===== src/design/rhpm_defs.svh =====
// offsets, field positions and reset values of the port power mask register
`ifndef RHPM_DEFS_SVH
`define RHPM_DEFS_SVH

`define RHPM_REG_OFFSET     8'h4C
`define RHPM_PPIM_LSB       16
`define RHPM_PPIM_MSB       31
`define RHPM_FDM_LSB        0
`define RHPM_FDM_MSB        15
`define RHPM_RESET_VALUE    32'h0006_0000
`define RHPM_NUM_PORTS      2
`define RHPM_MASK_WIDTH     16

`endif


===== src/design/rhpm_pkg.sv =====
// types shared by the port power mask register files
`default_nettype none
package rhpm_pkg;

   typedef struct packed {
      logic [15:0] port_power_individual_mask;
      logic [15:0] fixed_device_mask;
   } rhpm_reg_t;

   typedef enum logic [1:0] {
      RHPM_CMD_NONE   = 2'b00,
      RHPM_CMD_SET    = 2'b01,
      RHPM_CMD_CLEAR  = 2'b10
   } rhpm_cmd_t;

endpackage
`default_nettype wire


===== src/design/rhpm_ctrl_if.sv =====
// carrier between the register and the per-port power steering
`default_nettype none
interface rhpm_ctrl_if #(
   parameter int NUM_PORTS = 2
);
   logic [NUM_PORTS:1] individual_mask;
   logic               per_port_mode;

   modport regs  (output individual_mask, output per_port_mode);
   modport steer (input  individual_mask, input  per_port_mode);
endinterface
`default_nettype wire


===== src/design/rhpm_power_steer.sv =====
// per-port power state under global and per-port commands
`default_nettype none
`include "rhpm_defs.svh"
module rhpm_power_steer #(
   parameter int NUM_PORTS = `RHPM_NUM_PORTS
) (
   input  wire logic                ref_clk_in,
   input  wire logic                rst_n_in,
   rhpm_ctrl_if.steer               ctrl,
   input  wire logic                always_powered_in,
   input  wire logic [1:0]          global_cmd_in,
   input  wire logic [NUM_PORTS:1]  port_set_in,
   input  wire logic [NUM_PORTS:1]  port_clear_in,
   output logic      [NUM_PORTS:1]  port_power_out
);
   typedef struct packed {
      logic [NUM_PORTS:1] power;
   } rhpm_steer_state_t;

   rhpm_steer_state_t state;
   rhpm_steer_state_t next_state;
   logic              gset;
   logic              gclr;
   logic              indiv;

   assign gset = global_cmd_in == rhpm_pkg::RHPM_CMD_SET;
   assign gclr = global_cmd_in == rhpm_pkg::RHPM_CMD_CLEAR;

   always_comb begin
      next_state = state;
      indiv = 1'b0;
      for (int p = 1; p <= NUM_PORTS; p++) begin
         indiv = ctrl.per_port_mode & ctrl.individual_mask[p];
         if (always_powered_in) begin
            next_state.power[p] = 1'b1;
         end else if (indiv) begin
            if (port_set_in[p]) begin
               next_state.power[p] = 1'b1;
            end else if (port_clear_in[p]) begin
               next_state.power[p] = 1'b0;
            end
         end else if (gset) begin
            next_state.power[p] = 1'b1;
         end else if (gclr) begin
            next_state.power[p] = 1'b0;
         end
      end
   end

   always_ff @(posedge ref_clk_in or negedge rst_n_in) begin
      if (!rst_n_in) begin
         state <= '0;
      end else begin
         state <= next_state;
      end
   end

   assign port_power_out = state.power;
endmodule
`default_nettype wire


===== src/design/rhpm_top.sv =====
// root hub port power mask and removable device register with power steering
`default_nettype none
`include "rhpm_defs.svh"
module rhpm_top #(
   parameter int        NUM_PORTS   = `RHPM_NUM_PORTS,
   parameter logic [31:0] RESET_VALUE = `RHPM_RESET_VALUE
) (
   input  wire logic                ref_clk_in,
   input  wire logic                rstn_in,
   input  wire logic                reg_sel_in,
   input  wire logic [7:0]          reg_addr_in,
   input  wire logic                reg_wr_in,
   input  wire logic [3:0]          reg_be_in,
   input  wire logic [31:0]         reg_wdata_in,
   output logic      [31:0]         reg_rdata_out,
   input  wire logic                individual_power_switching_select_in,
   input  wire logic                always_powered_select_in,
   input  wire logic [1:0]          global_cmd_in,
   input  wire logic [NUM_PORTS:1]  port_set_in,
   input  wire logic [NUM_PORTS:1]  port_clear_in,
   output logic      [NUM_PORTS:1]  port_power_out,
   output logic      [NUM_PORTS:1]  port_fixed_out
);
   // refuse port counts that the 16-bit masks cannot describe
   if (NUM_PORTS < 1 || NUM_PORTS > `RHPM_MASK_WIDTH - 1) begin : g_bad_ports
      $error("rhpm_top: NUM_PORTS out of range");
   end

   typedef struct packed {
      rhpm_pkg::rhpm_reg_t regs;
      logic [31:0]        rdata;
      logic [NUM_PORTS:1] fixed;
   } rhpm_top_state_t;

   rhpm_top_state_t state;
   rhpm_top_state_t next_state;
   logic            rst_n;
   logic            hit;
   logic [31:0]     cur;
   logic [31:0]     wr_val;

   // reset release through two flops; only this process sees the raw pin
   logic [1:0] rst_pipe;
   always_ff @(posedge ref_clk_in or negedge rstn_in) begin
      if (!rstn_in) begin
         rst_pipe <= 2'b00;
      end else begin
         rst_pipe <= {rst_pipe[0], 1'b1};
      end
   end
   assign rst_n = rst_pipe[1];

   rhpm_ctrl_if #(.NUM_PORTS(NUM_PORTS)) ctrl ();

   // per-port mode counts only while ports are switched
   assign ctrl.per_port_mode = individual_power_switching_select_in
                             & ~always_powered_select_in;
   assign ctrl.individual_mask =
      state.regs.port_power_individual_mask[NUM_PORTS:1];

   assign hit = reg_sel_in && reg_addr_in == `RHPM_REG_OFFSET;
   assign cur = state.regs;

   always_comb begin
      next_state = state;
      wr_val = cur;
      for (int b = 0; b < 4; b++) begin
         if (reg_be_in[b]) begin
            wr_val[b*8 +: 8] = reg_wdata_in[b*8 +: 8];
         end
      end
      if (hit && reg_wr_in) begin
         next_state.regs = wr_val;
      end
      next_state.rdata = (hit && !reg_wr_in) ? cur : 32'h0000_0000;
      next_state.fixed =
         state.regs.fixed_device_mask[NUM_PORTS:1];
   end

   always_ff @(posedge ref_clk_in or negedge rst_n) begin
      if (!rst_n) begin
         state.regs     <= RESET_VALUE;
         state.rdata    <= 32'h0000_0000;
         state.fixed    <= '0;
      end else begin
         state <= next_state;
      end
   end

   rhpm_power_steer #(.NUM_PORTS(NUM_PORTS)) u_steer (
      .ref_clk_in        (ref_clk_in),
      .rst_n_in          (rst_n),
      .ctrl              (ctrl.steer),
      .always_powered_in (always_powered_select_in),
      .global_cmd_in     (global_cmd_in),
      .port_set_in       (port_set_in),
      .port_clear_in     (port_clear_in),
      .port_power_out    (port_power_out)
   );

   assign reg_rdata_out  = state.rdata;
   assign port_fixed_out = state.fixed;
endmodule
`default_nettype wire


===== config.mk =====
export PLATFORM = sky130hd
export DESIGN_NAME = rhpm_top
export DESIGN_NICKNAME = d
export VERILOG_FILES = /design/src/design/rhpm_pkg.sv /design/src/design/rhpm_ctrl_if.sv /design/src/design/rhpm_power_steer.sv /design/src/design/rhpm_top.sv
export VERILOG_INCLUDE_DIRS = /design/src /design/src/design
export SDC_FILE = /design/constraint.sdc
export NUM_CORES = 1
export LEC_CHECK = 0
export ABC_AREA = 1
export BUFFER_PORTS_ARGS = -buffer_cell sky130_fd_sc_hd__buf_4
export CAP_MARGIN = 40
export CORE_ASPECT_RATIO = 1.4
export CORE_MARGIN = 3
export CORE_UTILIZATION = 40
export DETAILED_ROUTE_END_ITERATION = 12
export PLACE_DENSITY = 0.69
export SYNTH_ARGS = -nofsm -noshare
export SYNTH_HDL_FRONTEND = slang
export SYNTH_SLANG_ARGS = --single-unit
export TNS_END_PERCENT = 50

===== constraint.sdc =====
create_clock -name ref_clk_in -period 2.9 [get_ports ref_clk_in]
set_clock_uncertainty 0.2 [all_clocks]
set_input_delay 0.29 -clock ref_clk_in [delete_from_list [all_inputs] [get_ports ref_clk_in]]
set_output_delay 0.29 -clock ref_clk_in [all_outputs]
set_load 0.02 [all_outputs]

# [Word level (Yosys, flattened, before mapping)]
# Cells that the tools add are included.
[word_totals] regBits=70 input_bits=56 output_inout_bits=36 word_cells=41
[op_classes] eq_ne=5 mux=11 n_bitwise=4 reduce_logical=12
[ops] operator="2-to-1 mux 32 bit" count=1
[ops] operator="AND reduction 2 bit" count=6
[ops] operator="2-to-1 mux 1 bit" count=10
[ops] operator="== test 8 x 7 -> 1 bit (second input constant)" count=1
[ops] operator="!= test 4 bit (second input constant)" count=2
[ops] operator="nonzero test 4 bit" count=2
[ops] operator="AND 1 bit" count=3
[ops] operator="logical AND 1 bit" count=3
[ops] operator="== test 2 x 1 -> 1 bit (second input constant)" count=1
[ops] operator="== test 2 bit (second input constant)" count=1
[ops] operator="logical NOT 1 bit" count=1
[ops] operator="inverter 1 bit" count=1

# [Longest topological paths before layout]
[logic_depth] word_depth=5 depth_mapped=7 ltp_nobuf=7

# [Cells and area by module]
# A second synthesis with hierarchy kept.
[hier_totals] hier_cells=296 hier_area_um2=2798.9
[by_module_without_submodules] mod="rhpm_top" instances=1 cells_each=265 area_each_um2=2616.3 seq_area_each_um2=1704.1
[by_module_without_submodules] mod="rhpm_power_steer" instances=1 cells_each=31 area_each_um2=182.7 seq_area_each_um2=50.0

# [Worst setup path before layout]
# No wires, ideal clock.
[synth_timing] path_kind="input -> register" start="input global_cmd_in[1]" end="register u_steer.state, in the netlist u_steer.port_power_out[1]" setup_ps=135 arrival_time_ps=1050 t_required_ps=2565 slack_ps=1516 stages=5 path_buffers=0 cell_sequence="inv_1 > ha_1 > or2_2 > o211ai_1 > o211ai_1"
[synth_via] elab_chain_cells=4 word_cells_on_any_way=7 classes_between="eq/ne: 2; mux: 3; reduce/logical: 2"
[synth_rtl] element="start, declared" line="rhpm_top.sv:18" source="input wire logic [1:0] global_cmd_in,"
[synth_rtl] element="== test 2 x 1 -> 1 bit" line="rhpm_power_steer.sv:26" source="assign gset = global_cmd_in == rhpm_pkg::RHPM_CMD_SET;"
[synth_rtl] element="2-to-1 mux 1 bit" line="rhpm_power_steer.sv:42" source="end else if (gset) begin"
[synth_rtl] element="2-to-1 mux 1 bit" line="rhpm_power_steer.sv:36" source="end else if (indiv) begin"
[synth_rtl] element="2-to-1 mux 1 bit" line="rhpm_power_steer.sv:34" source="if (always_powered_in) begin"
[synth_rtl] element="end signal, assigned" line="rhpm_power_steer.sv:54" source="state <= next_state;"
[synth_rtl] element="end, declared" line="rhpm_power_steer.sv:20" source="rhpm_steer_state_t state;"
# Parallel ways exist; a longest one is shown, timed or not.
# A chain may end at the register's enable or synchronous reset.

==> results.py <==
metrics = {
    "logic_synthesis": {
        "syn_nets": 339,
        "synth_edf_count": 0,
        "synthMuxAreaShare_pct": 0,
        "syn_avg_cell_area_um2": 9.94,
        "yosysTopAreaCellShare_pct": 60.7,
        "synth_area_leaders": "dfrtp_1 (61%), nand2_1 (9.0%), nand4_1 (7.1%)",
        "yosysUniqueCellTypes": 20,
        "syn_inst": 282,
        "synth.most_common_cell": "dfrtp_1",
        "synth_largest_area_cell": "dfrtp_1",
        "synthesis.area_um2": 2800,
        "yosysWarnings": 0,
        "synthFlopType": "dfrtp_1",
        "synthTopCellsByCount": "dfrtp_1 (68), nand2_1 (67), inv_1 (44), nand4_1 (32), nor2_1 (23)",
        "synth_top_family_by_area": "simple AND/OR/NAND/NOR gates",
        "yosys.area_share.simple_pct": 26.0,
        "synth_adder_area_share_pct": 0.446,
        "synth_compound_area_share_pct": 1.43,
        "synth_xor_area_share_pct": 0,
        "ys_ff_latch": 70,
        "async_flop_share_pct": 100,
        "ys_seq_area_share_pct": 62.6,
    },
    "layout": {
        "design_area_um2": 3890,
        "drive_above_1_share_pct": 32.8,
        "instances_no_fill": 488,
        "num_antenna_cells": 0,
        "syn2layout_area_growth_pct": 38.8,
        "n_fill_cell": 611,
        "fin_nets": 449,
    },
    "floorplan": {
        "die_w_um": 76.7,
        "num_io_pins": 92,
        "core_um2": 6700,
        "fp.dieH_um": 105,
        "start_util_pct": 41.8,
        "die-area_um2": 8060,
        "num_rows": 35,
    },
    "detailed_routing": {
        "initialDrtViolationCount": 112,
        "detail-route-antenna-nets": 0,
        "wire_per_inst_um": 12.8,
        "drc": 0,
        "via_per_inst": 4.60,
        "first_pass_iters": 5,
        "vias": 2247,
        "finalWirelength_um": 6270,
    },
    "placed_design": {
        "gp_congestion": 0.710,
        "post-place-ws_ps": 984,
        "hpwl_um": 4230,
        "dp.cells": 453,
        "io_buffers": 91,
        "placedInstanceArea_um2": 3530,
    },
    "clocking": {
        "cts_sinks": 70,
        "clk_root_buffer_cell": "clkbuf_8",
        "cts_tree": "done",
        "path_clk_slew_ps": 60,
        "cts_buffers": 9,
        "worstSkewPairLatency_ps": 350,
        "clk_path_buf_depth": 2,
        "post-cts-setup-buffer-count": 0,
        "h-tree-depth": 3,
    },
    "global_routing": {
        "grt_usage_pct": 16.6,
        "grt.overflow.total": 0,
        "grt_max_degree": 69,
        "grt_pass1_vias": 2180,
        "grt_first_pass_wirelength_um": 10400,
        "antenna_found_initial": 0,
    },
    "timing": {
        "period_minus_slack_ps": 1570,
        "finalHoldViolCount": 0,
        "min_period_over_period_pct": 54.2,
        "timing.fmax_ghz": 0.636,
        "slew_headroom_pct": 65.1,
        "finalSetupViolCount": 0,
        "worst_slew_pin_slew_ps": 522,
        "rsz0062_at_grt": "no",
        "fin_ws_ps": 1330,
        "slew_violations": 0,
        "finalSetupTns_ps": 0,
    },
    "power_and_ir_drop": {
        "combPwrFrac_pct": 8.5,
        "intPower_w": 0.00140,
        "pwr_density_cell_nw_per_um2": 464,
        "cellLeakagePower_nw": 2.01,
        "switchingPower_w": 0.000410,
        "netSwitchingFraction_pct": 22.7,
        "peakVddDrop_v": 0.000260,
        "power_frac_seq_pct": 55.0,
        "clkPwrFrac_pct": 36.4,
    },
    "setup_path": {
        "ff2ff_setup_slack_ps": 1700,
        "crit_fanout": 32,
        "end_kind": "register",
        "crit_type": "input port to register",
        "cp.required_ps": 2960,
        "start_kind": "input port",
        "crit_arrival_ps": 1630,
    },
    "flow_run": {
        "max_cap_viol_count": 0,
    },
    "status": {
        "status": "finished clean",
    },
    "hold_path": {
        "hold_class": "input port to register",
    },
}
## metrics by stage
stage / hold WS (ps) / power (W) / util (%)
6_report: 12.7 / 0.00181 / 58.1
5_1_grt: 1.38 / 0.00188 / 58.1
4_1_cts: 0.578 / 0.00182 / 57.9
3_5_place_dp: -126 / 0.00115 / 52.7
3_3_place_gp: -128 / 0.00114 / 52.7
2_1_floorplan: -206 / 0.00107 / -
## registers in the layout, indices dropped and copies added, names as in the netlist
name,count
ctrl.individual_mask,2
rst_pipe,2
cur,30
port_fixed_out,2
reg_rdata_out,32
u_steer.port_power_out,2
## cells by family after synthesis
kind of cell | after synthesis
AOI/OAI and AO/OA | 6
adders and majority gates | 1
buffers and inverters | 58
DFF | 70
other | 1
and+or+nand+nor | 146
## what timing repair did
action	in CTS	in global routing
resized for setup	0	0
endpoints found under the hold margin	20	1
endpoints found under the setup margin	0	0
hold buffers	19	1
## power by group through the flow
stage	combinational (W)	clock (W)	sequential, W
6_report	0.000154	0.000658	0.000994
5_1_grt	0.000172	0.000717	0.000995
4_1_cts	0.000156	0.000675	0.000994
3_5_place_dp	0.000135	0	0.00101
3_3_place_gp	0.000131	0	0.00101
2_1_floorplan	0.0000388	0	0.00103
## metal layers
metal  vias to the layer above  global-route usage [%]  wire (µm)
met5                         -                       0          0
met4                         0                    7.77        120
met3                        12                    5.43        424
met2                        79                    26.8       3150
met1                      1054                    19.8       2570
li1                       1102                       -          -
## placed cells by master, fill, tap and decap left out
| master | netlist | routed |
|---|---|---|
| nor2_1 | 23 | 23 |
| nand4_2 | 4 | 4 |
| inv_1 | 44 | 44 |
| dfstp_2 | 2 | 2 |
| clkbuf_8 | 0 | 10 |
| nand4_1 | 32 | 32 |
| dfrtp_2 | 0 | 1 |
| o211ai_1 | 4 | 4 |
| nand3_2 | 2 | 2 |
| nand2_1 | 67 | 67 |
| dlygate4sd3_1 | 0 | 20 |
| nand3_1 | 2 | 2 |
| nand2_4 | 1 | 1 |
| conb_1 | 1 | 1 |
| nor2_4 | 1 | 1 |
| or2_2 | 1 | 1 |
| nor2_2 | 13 | 13 |
| clkinv_2 | 0 | 2 |
| buf_4 | 0 | 92 |
| ha_1 | 1 | 1 |
| clkbuf_1 | 7 | 3 |
| dfrtp_1 | 68 | 67 |
| buf_12 | 0 | 1 |
| a21oi_1 | 2 | 2 |
## critical path, cell delays in order
cell	delay (ps)
buf_4	110
nor2_2	130
nand3_2	100
nor2_4	420
nand2_4	370
nor2_1	190
## final cells by class
| cell class | count | area [µm²] | area share [%] |
|---|---|---|---|
| repair buffers | 113 | 911 | 23.4 |
| inverters | 44 | 165 | 4.25 |
| clock inverters | 2 | 10.0 | 0.257 |
| well taps | 92 | 115 | 2.96 |
| flip-flops and latches | 70 | 1760 | 45.1 |
| clock buffers | 13 | 149 | 3.83 |
| multi-input cells | 154 | 785 | 20.2 |
## final timing paths
kind | from | to | cells after the start
worst max register to register | ctrl.individual_mask[2] | u_steer.port_power_out[2] | 3
worst min-delay path | reg_wdata_in[23] | cur[23] | 3
worst max-delay path | reg_addr_in[5] | reg_rdata_out[30] | 6
min in group asynchronous | rstn_in | rst_pipe[1] | 2
worst min register to register | rst_pipe[1] | cur[12] | 1
max in group asynchronous | rst_pipe[1] | ctrl.individual_mask[2] | 1
(Power assumes the default switching activity.)
